$ cat config.mk
export PLATFORM = sky130hd
export DESIGN_NAME = qdac_host
export DESIGN_NICKNAME = d
export VERILOG_FILES = /design/src/qdac_sync.v /design/src/qdac_axil.v /design/src/qdac_host.v
export VERILOG_INCLUDE_DIRS = /design/src
export SDC_FILE = /design/constraint.sdc
export NUM_CORES = 1
export LEC_CHECK = 0
export BUFFER_PORTS_ARGS = -buffer_cell sky130_fd_sc_hd__buf_4
export CAP_MARGIN = 20
export CORE_MARGIN = 2
export CORE_UTILIZATION = 56
export CTS_CLUSTER_SIZE = 8
export DETAILED_ROUTE_END_ITERATION = 8
export MAX_ROUTING_LAYER = met4
export PLACE_DENSITY = 0.79
export SETUP_SLACK_MARGIN = 0.1
export SYNTH_ARGS = -nofsm -noshare
export SYNTH_HDL_FRONTEND = slang
export SYNTH_SLANG_ARGS = --single-unit
$ cat constraint.sdc
create_clock -name mclk -period 2.9 [get_ports mclk]
set_clock_uncertainty 0.1 [all_clocks]
set_input_delay 0.29 -clock mclk [delete_from_list [all_inputs] [get_ports mclk]]
set_output_delay 0.29 -clock mclk [all_outputs]
set_load 0.005 [all_outputs]
$ cat src/qdac_defines.vh
// Purpose: constants for the quad converter two-wire host controller
// Assumes: 250 MHz mclk, byte-addressed AXI4-Lite register window
// Notes:   definitions only
`ifndef QDAC_DEFINES_VH
`define QDAC_DEFINES_VH

// register window
`define QDAC_AW          4
`define QDAC_REG_CMD     4'h0
`define QDAC_REG_STAT    4'h4
`define QDAC_RESP_OKAY   2'b00
`define QDAC_RESP_SLVERR 2'b10

// command register fields
`define QDAC_F_NIB_HI    15
`define QDAC_F_NIB_LO    12
`define QDAC_F_CODE_HI   11
`define QDAC_F_CODE_LO   2
`define QDAC_F_SEL_HI    19
`define QDAC_F_SEL_LO    16
`define QDAC_F_SD_HI     21
`define QDAC_F_SD_LO     20
`define QDAC_F_LSB       24
`define QDAC_F_GO        31
`define QDAC_CMD_MASK    32'h013FFFFC

// status register fields
`define QDAC_F_BUSY      16
`define QDAC_F_NACK      17
`define QDAC_F_DONE      18

// shutdown selector codes
`define QDAC_SD_UP       2'b00
`define QDAC_SD_FLOAT    2'b01
`define QDAC_SD_R1K      2'b10
`define QDAC_SD_R100K    2'b11

// command nibbles of interest to the sequencer
`define QDAC_NIB_UPDATE  4'hE
`define QDAC_NIB_EXT     4'hF
`define QDAC_CODE_TOP0   4'h0

// link timing
`define QDAC_MCLK_NS     4
`define QDAC_SCL_NS      2500
`define QDAC_QTR_W       10

// byte sequence slots
`define QDAC_IDX_ADDR_W  3'd0
`define QDAC_IDX_ADDR_R  3'd4
`define QDAC_IDX_RD_HI   3'd5
`define QDAC_IDX_RD_LO   3'd6
`define QDAC_ACK_BIT     4'd8

`endif

$ cat src/qdac_sync.v
// Purpose: two-flop synchroniser for pin inputs
// Assumes: inputs asynchronous to mclk
// Notes:   first stage is read only by the second
`timescale 1ns/1ps
module qdac_sync #(
  parameter W = 2
) (
  // clock and reset
  input  wire         mclk,
  input  wire         reset,
  // pins in, synchronised out
  input  wire [W-1:0] din,
  output reg  [W-1:0] dout
);
  reg [W-1:0] meta;

  // reset to released-bus level, lines idle high
  always @(posedge mclk) begin
    if (reset) begin
      meta <= {W{1'b1}};
      dout <= {W{1'b1}};
    end else begin
      meta <= din;
      dout <= meta;
    end
  end
endmodule

$ cat src/qdac_axil.v
// Purpose: AXI4-Lite slave holding the command register and reading back the status input
// Assumes: one outstanding write and one outstanding read
// Notes:   unmapped writes answer SLVERR, unmapped reads read zero
`timescale 1ns/1ps
`include "qdac_defines.vh"
module qdac_axil (
  // clock and reset
  input  wire               mclk,
  input  wire               reset,
  // write channels
  input  wire [`QDAC_AW-1:0] awaddr,
  input  wire               awvalid,
  output reg                awready,
  input  wire [31:0]        wdata,
  input  wire [3:0]         wstrb,
  input  wire               wvalid,
  output reg                wready,
  output reg  [1:0]         bresp,
  output reg                bvalid,
  input  wire               bready,
  // read channels
  input  wire [`QDAC_AW-1:0] araddr,
  input  wire               arvalid,
  output reg                arready,
  output reg  [31:0]        rdata,
  output reg  [1:0]         rresp,
  output reg                rvalid,
  input  wire               rready,
  // controller side
  output reg  [31:0]        cmd,
  output reg                go,
  input  wire [31:0]        status
);
  integer i;
  wire wr_fire = awvalid && wvalid && awready && wready;
  wire wr_cmd  = (awaddr == `QDAC_REG_CMD);
  wire [31:0] cmd_mask = `QDAC_CMD_MASK;

  always @(posedge mclk) begin
    if (reset) begin
      awready <= 1'b0;
      wready  <= 1'b0;
      bvalid  <= 1'b0;
      bresp   <= `QDAC_RESP_OKAY;
      arready <= 1'b0;
      rvalid  <= 1'b0;
      rresp   <= `QDAC_RESP_OKAY;
      rdata   <= 32'h00000000;
      // wake-up selector as default, software still must send it
      cmd     <= {10'h000, `QDAC_SD_UP, 20'h00000};
      go      <= 1'b0;
    end else begin
      // both channels are waited for, so arrival order does not matter
      awready <= awvalid && wvalid && !awready && !bvalid;
      wready  <= awvalid && wvalid && !wready && !bvalid;
      go      <= 1'b0;
      if (wr_fire) begin
        bvalid <= 1'b1;
        bresp  <= wr_cmd ? `QDAC_RESP_OKAY : `QDAC_RESP_SLVERR;
        if (wr_cmd) begin
          for (i = 0; i < 4; i = i + 1) begin
            if (wstrb[i]) begin
              cmd[i*8 +: 8] <= wdata[i*8 +: 8] & cmd_mask[i*8 +: 8];
            end
          end
          go <= wstrb[3] && wdata[`QDAC_F_GO];
        end
      end else if (bvalid && bready) begin
        bvalid <= 1'b0;
      end
      arready <= arvalid && !arready && !rvalid;
      if (arvalid && arready) begin
        rvalid <= 1'b1;
        rresp  <= `QDAC_RESP_OKAY;
        case (araddr)
          `QDAC_REG_CMD: begin
            rdata <= cmd | {status[`QDAC_F_BUSY], 31'h00000000};
          end
          `QDAC_REG_STAT: begin
            rdata <= status;
          end
          default: begin
            rdata <= 32'h00000000;
          end
        endcase
      end else if (rvalid && rready) begin
        rvalid <= 1'b0;
      end
    end
  end
endmodule

$ cat src/qdac_host.v
// Purpose: two-wire bus master that drives a quad 10-bit converter slave
// Assumes: 250 MHz mclk, open-drain lines with external pull-ups
// Notes:   software fills the command register and sets go; the
//          sequence is chosen from the command nibble
// Function
// - each byte is eight data bits plus one acknowledge clock
// - data changes only while clock low; both lines idle high
// - start is data falling with clock high, stop data rising
// - at least one clock pulse between any start and stop
// - writes may run back to back; reads need a repeated start
// - receiver pulls data low on the ninth clock to acknowledge
// - missing acknowledge marks the transfer failed for retry
// - address byte lsb zero writes, one reads
// - write carries nibble, 10-bit code and two zero sub-bits
// - nibble 1110 updates outputs; the low byte is not sent
// - nibble 1111 with one-hot top bits selects a channel read
`timescale 1ns/1ps
`include "qdac_defines.vh"
module qdac_host #(
  parameter [5:0] ADDR_HI  = 6'h2A, // arbitrary fixed address bits
  parameter       SCL_NS   = `QDAC_SCL_NS,
  parameter       MCLK_NS  = `QDAC_MCLK_NS
) (
  // clock and reset
  input  wire                mclk,
  input  wire                reset,
  // AXI4-Lite write
  input  wire [`QDAC_AW-1:0] awaddr,
  input  wire                awvalid,
  output wire                awready,
  input  wire [31:0]         wdata,
  input  wire [3:0]          wstrb,
  input  wire                wvalid,
  output wire                wready,
  output wire [1:0]          bresp,
  output wire                bvalid,
  input  wire                bready,
  // AXI4-Lite read
  input  wire [`QDAC_AW-1:0] araddr,
  input  wire                arvalid,
  output wire                arready,
  output wire [31:0]         rdata,
  output wire [1:0]          rresp,
  output wire                rvalid,
  input  wire                rready,
  // serial clock line
  input  wire                scl_i,
  output reg                 scl_o,
  output reg                 scl_oe_n,
  // serial data line
  input  wire                sda_i,
  output reg                 sda_o,
  output reg                 sda_oe_n
);
  // quarter bit period, least time rounded up
  localparam integer QTR = (SCL_NS + 4*MCLK_NS - 1) / (4*MCLK_NS);
  localparam [`QDAC_QTR_W-1:0] QTR_LAST = QTR[`QDAC_QTR_W-1:0] - 1'b1;

  // one-hot sequencer states
  localparam [3:0] S_IDLE  = 4'b0001;
  localparam [3:0] S_START = 4'b0010;
  localparam [3:0] S_BIT   = 4'b0100;
  localparam [3:0] S_STOP  = 4'b1000;

  wire [31:0] cmd;
  wire        go;
  wire [1:0]  line_s;
  wire        scl_s = line_s[1];
  wire        sda_s = line_s[0];

  reg  [3:0]  state;
  reg  [1:0]  phase;
  reg  [3:0]  bitn;
  reg  [2:0]  idx;
  reg  [2:0]  nw;
  reg         is_rd;
  reg  [7:0]  shreg;
  reg  [7:0]  hi_b;
  reg  [7:0]  lo_b;
  reg  [7:0]  ext_b;
  reg         lsb;
  reg  [15:0] rback;
  reg         busy;
  reg         nack;
  reg         done;
  reg  [`QDAC_QTR_W-1:0] qcnt;
  reg         tick;

  wire [31:0] status = {13'h0000, done, nack, busy, rback};
  // slots in which the slave drives the data line
  wire        rx_byte = (idx == `QDAC_IDX_RD_HI) || (idx == `QDAC_IDX_RD_LO);

  // byte sent in each slot of the sequence
  function [7:0] byte_at;
    input [2:0] slot;
    input       slsb;
    input [7:0] h;
    input [7:0] l;
    input [7:0] e;
    begin
      case (slot)
        3'd0:    byte_at = {ADDR_HI, slsb, 1'b0};
        3'd1:    byte_at = h;
        3'd2:    byte_at = l;
        3'd3:    byte_at = e;
        3'd4:    byte_at = {ADDR_HI, slsb, 1'b1};
        default: byte_at = 8'hFF;
      endcase
    end
  endfunction

  // ones in all positions keep the data line released while receiving
  wire [7:0] next_byte = byte_at(idx + 3'd1, lsb, hi_b, lo_b, ext_b);

  qdac_axil u_regs (
    .mclk    (mclk),
    .reset   (reset),
    .awaddr  (awaddr),
    .awvalid (awvalid),
    .awready (awready),
    .wdata   (wdata),
    .wstrb   (wstrb),
    .wvalid  (wvalid),
    .wready  (wready),
    .bresp   (bresp),
    .bvalid  (bvalid),
    .bready  (bready),
    .araddr  (araddr),
    .arvalid (arvalid),
    .arready (arready),
    .rdata   (rdata),
    .rresp   (rresp),
    .rvalid  (rvalid),
    .rready  (rready),
    .cmd     (cmd),
    .go      (go),
    .status  (status)
  );

  // both lines pass two flops before any logic reads them
  qdac_sync #(.W(2)) u_sync (
    .mclk  (mclk),
    .reset (reset),
    .din   ({scl_i, sda_i}),
    .dout  (line_s)
  );

  // quarter-bit enable
  // a slow line only lengthens a phase, the enable itself never stops
  always @(posedge mclk) begin
    if (reset) begin
      qcnt <= {`QDAC_QTR_W{1'b0}};
      tick <= 1'b0;
    end else begin
      tick <= (qcnt == QTR_LAST);
      qcnt <= (qcnt == QTR_LAST) ? {`QDAC_QTR_W{1'b0}} : qcnt + 1'b1;
    end
  end

  always @(posedge mclk) begin
    if (reset) begin
      state    <= S_IDLE;
      phase    <= 2'd0;
      bitn     <= 4'd0;
      idx      <= 3'd0;
      nw       <= 3'd0;
      is_rd    <= 1'b0;
      shreg    <= 8'hFF;
      hi_b     <= 8'h00;
      lo_b     <= 8'h00;
      ext_b    <= 8'h00;
      lsb      <= 1'b0;
      rback    <= 16'h0000;
      busy     <= 1'b0;
      nack     <= 1'b0;
      done     <= 1'b0;
      scl_o    <= 1'b0;
      sda_o    <= 1'b0;
      scl_oe_n <= 1'b1;
      sda_oe_n <= 1'b1;
    end else begin
      case (state)
        S_IDLE: begin
          // a go while busy is dropped, software polls busy first
          if (go) begin
            hi_b  <= cmd[`QDAC_F_NIB_HI:`QDAC_F_CODE_HI-3];
            // sub-bits always sent as zero
            lo_b  <= {cmd[`QDAC_F_CODE_HI-4:`QDAC_F_CODE_LO], 2'b00};
            ext_b <= {cmd[`QDAC_F_SEL_LO], cmd[`QDAC_F_SEL_LO+1],
                      cmd[`QDAC_F_SEL_LO+2], cmd[`QDAC_F_SEL_HI],
                      cmd[`QDAC_F_SD_HI:`QDAC_F_SD_LO], 2'b00};
            lsb   <= cmd[`QDAC_F_LSB];
            if (cmd[`QDAC_F_NIB_HI:`QDAC_F_NIB_LO] == `QDAC_NIB_UPDATE) begin
              nw    <= 3'd2;
              is_rd <= 1'b0;
            end else if (cmd[`QDAC_F_NIB_HI:`QDAC_F_NIB_LO] ==
                         `QDAC_NIB_EXT) begin
              if (cmd[`QDAC_F_CODE_HI:`QDAC_F_CODE_HI-3] ==
                  `QDAC_CODE_TOP0) begin
                nw    <= 3'd4;
                is_rd <= 1'b0;
              end else begin
                nw    <= 3'd3;
                is_rd <= 1'b1;
              end
            end else begin
              nw    <= 3'd3;
              is_rd <= 1'b0;
            end
            idx   <= `QDAC_IDX_ADDR_W;
            busy  <= 1'b1;
            nack  <= 1'b0;
            done  <= 1'b0;
            phase <= 2'd0;
            state <= S_START;
          end
        end
        S_START: begin
          // from idle the clock is pulled low first, so a first start
          // and a repeated start share one path
          if (tick) begin
            case (phase)
              2'd0: scl_oe_n <= 1'b0;
              2'd1: sda_oe_n <= 1'b1;
              2'd2: scl_oe_n <= 1'b1;
              default: begin
                if (scl_s) begin
                  sda_oe_n <= 1'b0;
                  shreg    <= byte_at(idx, lsb, hi_b, lo_b, ext_b);
                  bitn     <= 4'd0;
                  state    <= S_BIT;
                end
              end
            endcase
            if (phase != 2'd3 || scl_s) begin
              phase <= phase + 2'd1;
            end
          end
        end
        S_BIT: begin
          if (tick) begin
            case (phase)
              2'd0: scl_oe_n <= 1'b0;
              2'd1: begin
                // data moves only with the clock held low
                if (bitn == `QDAC_ACK_BIT) begin
                  // ack the first read byte; the last read byte gets no ack
                  sda_oe_n <= !(rx_byte &&
                                idx != `QDAC_IDX_RD_LO);
                end else begin
                  sda_oe_n <= rx_byte ? 1'b1 : shreg[7];
                end
              end
              2'd2: scl_oe_n <= 1'b1;
              default: begin
                // a slave holding the clock low stretches this phase
                if (scl_s) begin
                  if (bitn != `QDAC_ACK_BIT) begin
                    shreg <= {shreg[6:0], sda_s};
                    bitn  <= bitn + 4'd1;
                  end else begin
                    // judged with the clock still high; the next state's
                    // first quarter gives the falling edge that ends the
                    // acknowledge, where the slave commits its registers
                    bitn <= 4'd0;
                    if (!rx_byte && sda_s) begin
                      nack  <= 1'b1;
                      state <= S_STOP;
                    end else if (idx == `QDAC_IDX_RD_HI) begin
                      rback[15:8] <= shreg;
                      idx         <= idx + 3'd1;
                      shreg       <= 8'hFF;
                    end else if (idx == `QDAC_IDX_RD_LO) begin
                      rback[7:0] <= shreg;
                      state      <= S_STOP;
                    end else if (idx == `QDAC_IDX_ADDR_R) begin
                      idx   <= `QDAC_IDX_RD_HI;
                      shreg <= 8'hFF;
                    end else if (idx + 3'd1 == nw) begin
                      if (is_rd) begin
                        idx   <= `QDAC_IDX_ADDR_R;
                        state <= S_START;
                      end else begin
                        state <= S_STOP;
                      end
                    end else begin
                      idx   <= idx + 3'd1;
                      shreg <= next_byte;
                    end
                  end
                end
              end
            endcase
            if (phase != 2'd3 || scl_s) begin
              phase <= phase + 2'd1;
            end
          end
        end
        S_STOP: begin
          // reached only after a full byte, so a clock always separates
          if (tick) begin
            case (phase)
              2'd0: scl_oe_n <= 1'b0;
              2'd1: sda_oe_n <= 1'b0;
              // clock released over a low data line sets up the stop
              2'd2: scl_oe_n <= 1'b1;
              default: begin
                if (scl_s) begin
                  sda_oe_n <= 1'b1;
                  busy     <= 1'b0;
                  done     <= 1'b1;
                  state    <= S_IDLE;
                end
              end
            endcase
            if (phase != 2'd3 || scl_s) begin
              phase <= phase + 2'd1;
            end
          end
        end
        default: begin
          state <= S_IDLE;
        end
      endcase
    end
  end
endmodule

==> results.json <==
{
  "status": "completed",
  "path_clk_slew_ns": 0.06,
  "grt_max_degree": 86,
  "p_leak_nw": 2.87,
  "syn_inst": 738,
  "min_to": "u_regs.bresp[1]",
  "p_sw_w": 0.00103,
  "critPathArrivalTime_ns": 2.92,
  "r2r_cells": 7,
  "dp_hpwl_mm": 10.5,
  "worstPathMaxFanout": 16,
  "ys_seq_elements": 134,
  "regArea_um2": 2680,
  "tightest_slew_ns": 0.873,
  "clk_path_buf_depth": 2,
  "whs_path_depth": 3,
  "r2r_end": "state[3]",
  "multi_input_comb_area_um2": 3070,
  "top_layer": "met4",
  "hold_violations": 0,
  "fin_nets": 914,
  "route.detailed.drc": 0,
  "tns_ns": 0,
  "synth_edf_count": 0,
  "met1_length_mm": 6.78,
  "layout_min_cycle_time_ns": 2.60,
  "route.met2.wl_mm": 8.60,
  "io_buffers": 74,
  "start_kind": "register",
  "holdWs_ns": 0.0459,
  "drtIter0Drc": 661,
  "max_freq_mhz": 385,
  "yosysWarnings": 0,
  "grt_util_all_layers_pct": 30.9,
  "grt_setup_unrepaired": "no",
  "antenna_cells": 0,
  "critPathRequiredTime_ns": 3.22,
  "async_flop_share_pct": 0,
  "die_area_um2": 11700,
  "rows": 38,
  "power.density_nw_per_um2": 588,
  "crit_path_end_kind": "register",
  "viasPerCell": 6.02,
  "finalCritPeriodShare_pct": 89.6,
  "synth_top_area_share_pct": 44.2,
  "grt_pass1_wl_mm": 27.4,
  "p_sw_share_pct": 22.5,
  "avgSynthCellArea_um2": 8.23,
  "grt-ovfl-total": 0,
  "cts-resized-gates": 0,
  "hp-class": "input pin to register",
  "synth_top_cells_by_area": "dfxtp_1 (44%), nand2_1 (8.0%), a21oi_1 (7.8%)",
  "drive_above_1_share_pct": 15.7,
  "wl_mm": 17.2,
  "route.detailed.wl_per_inst_um": 17.3,
  "areaGrowthSynthToFinish_pct": 28.6,
  "intPower_w": 0.00356,
  "numCtsBuffers": 17,
  "synthFlopType": "dfxtp_1",
  "fill_cells": 704,
  "fp.dieH_um": 108,
  "clockPowerShare_pct": 50.7,
  "worstHoldStart": "awvalid",
  "syn-cell-area_um2": 6070,
  "synth_top_area_cell": "dfxtp_1",
  "cts_root_buffer": "clkbuf_8",
  "ios": 98,
  "dr_total_vias": 6009,
  "power.share.combinational_pct": 7.2,
  "initial_core_util_pct": 56.8,
  "slew_headroom_pct": 41.8,
  "maxCapViolCount": 0,
  "worst-setup-path-type": "register to register",
  "dr.pass1.iters": 9,
  "final_cell_area_um2": 7810,
  "cts_tree": "done",
  "reg2reg_slack_ns": 0.30,
  "clock-sinks": 134,
  "ant_nets": 0,
  "insertion_delay_ns": 0.53,
  "chipWidth_um": 108,
  "r2r-start": "idx[0]",
  "core_um2": 10700,
  "worst_ir_drop_vdd_mv": 0.347,
  "final_max_slew_viol_count": 0,
  "ys_types": 59,
  "grt_pass1_vias": 5724,
  "place_congestion": 0.961,
  "met3WireLength_mm": 1.34,
  "htreeDepth": 4,
  "antenna_found_initial": 0,
  "seq_area_frac_synth_pct": 44.2,
  "pwr-share-seq_pct": 42.2,
  "final-setup-viol-count": 0,
  "placed_cell_area_um2": 6640
}
[cells in the mapped netlist (3+ instances only)]
cell / n
nand2b_1: 7
nand4_1: 7
dfxtp_1: 134
mux2i_1: 5
xnor2_1: 3
nor4b_2: 3
or3_1: 4
o21ai_1: 7
nor3b_1: 4
nand3_1: 39
a21oi_1: 95
nor3_1: 23
nor2b_1: 4
a221oi_1: 17
or2_2: 4
xor2_1: 9
a31oi_1: 5
o21ai_0: 17
ha_1: 15
buf_1: 4
inv_1: 15
a222oi_1: 12
nor2_1: 55
buf_2: 12
buf_4: 16
nor4_1: 12
a211oi_1: 4
clkbuf_1: 28
a22oi_1: 3
nand2_1: 130
and3_1: 4
and2_1: 4
or4_1: 3
[routing by layer]
| metal | GRT usage (%) | up-vias |
|---|---|---|
| li1 | - | 2825 |
| met1 | 35.6 | 2834 |
| met2 | 52.2 | 302 |
| met3 | 6.69 | 48 |
| met4 | 13.3 | 0 |
| met5 | - | - |
[power groups by stage]
stage | Sequential [W] | Combinational [W] | Clock (W)
after floorplan | 0.00193 | 0.000242 | 0
after global placement | 0.00197 | 0.000279 | 0
after detailed placement | 0.00198 | 0.000285 | 0
after CTS | 0.00194 | 0.000318 | 0.00234
after global routing | 0.00194 | 0.000358 | 0.00243
final | 0.00194 | 0.000329 | 0.00233
[what timing repair did]
item / 4_1_cts / 5_1_grt
hold buffers: 53 / 0
setup buffers: 0 / 0
hold endpoints to repair: 29 / 0
[through the flow]
step / power [W] / instances / worst slack, ns / utilization, %
6_report: 0.00460 / 998 / 0.301 / 73.0
5_1_grt: 0.00473 / 998 / 0.110 / 73.0
4_1_cts: 0.00459 / 998 / 0.367 / 73.0
3_5_place_dp: 0.00226 / 914 / 0.366 / 62.1
3_3_place_gp: 0.00225 / 914 / 0.496 / 62.1
2_1_floorplan: 0.00217 / 750 / 0.415 / -
[cell type report]
type                            count  area share (%)
Clock inverter                     11            2.51
Multi-Input combinational cell    540            39.4
Sequential cell                   134            34.3
Clock buffer                       20            5.70
Inverter                           15           0.721
Tap cell                          140            2.24
Timing Repair Buffer              138            15.1
[worst max-delay path by stage]
stage | from | to | depth (start not counted)
3_3_place_gp | idx[0] | state[2] | 7
3_5_place_dp | idx[0] | state[3] | 7
2_1_floorplan | idx[2] | state[2] | 9
5_1_grt | idx[0] | state[3] | 7
6_report | idx[0] | state[3] | 7
4_1_cts | idx[0] | state[3] | 7
[flip-flops by register name, indices dropped and copies added (netlist names), 2 cells and up]
| name | flops |
|---|---|
| idx | 3 |
| u_sync.meta | 2 |
| lo_b | 6 |
| qcnt | 10 |
| ext_b | 6 |
| u_sync.dout | 2 |
| state | 4 |
| hi_b | 8 |
| u_regs.cmd | 21 |
| u_regs.rdata | 24 |
| rback | 16 |
| bitn | 4 |
| phase | 2 |
| shreg | 8 |
| nw | 3 |
[placed cells by master, fill, tap and decap left out, types with 5 or more instances in the layout]
| cell type | count |
|---|---|
| nor3_1 | 23 |
| nor2_1 | 55 |
| nand3_1 | 39 |
| conb_1 | 13 |
| xor2_1 | 9 |
| dfxtp_1 | 134 |
| nand2_1 | 130 |
| a31oi_1 | 5 |
| nor4_1 | 11 |
| a222oi_1 | 12 |
| bufinv_16 | 5 |
| o21ai_0 | 17 |
| buf_4 | 84 |
| nand2b_1 | 7 |
| a221oi_1 | 17 |
| mux2i_1 | 5 |
| ha_1 | 15 |
| dlygate4sd3_1 | 53 |
| o21ai_1 | 7 |
| nand4_1 | 7 |
| a21oi_1 | 95 |
| clkbuf_16 | 16 |
| inv_1 | 15 |
[logic make-up after synthesis]
logic type | Yosys count | share of synthesized area [%]
simple gates | 316 | 25.4
flops | 134 | 44.2
xor+xnor | 12 | 1.73
buf+inv | 76 | 6.06
fa+ha+maj | 15 | 3.09
mux | 5 | 0.824
other cells | 1 | 0.0617
compound gates | 179 | 18.6
[critical path, stage by stage, from the launching register on]
cell	delay, ns
dfxtp_1	0.48
inv_1	0.11
ha_1	0.41
nand2_1	0.24
nand4_1	0.13
a2111oi_2	0.67
nor2_1	0.12
a41o_1	0.23
Power figures use the tool's default switching activity.
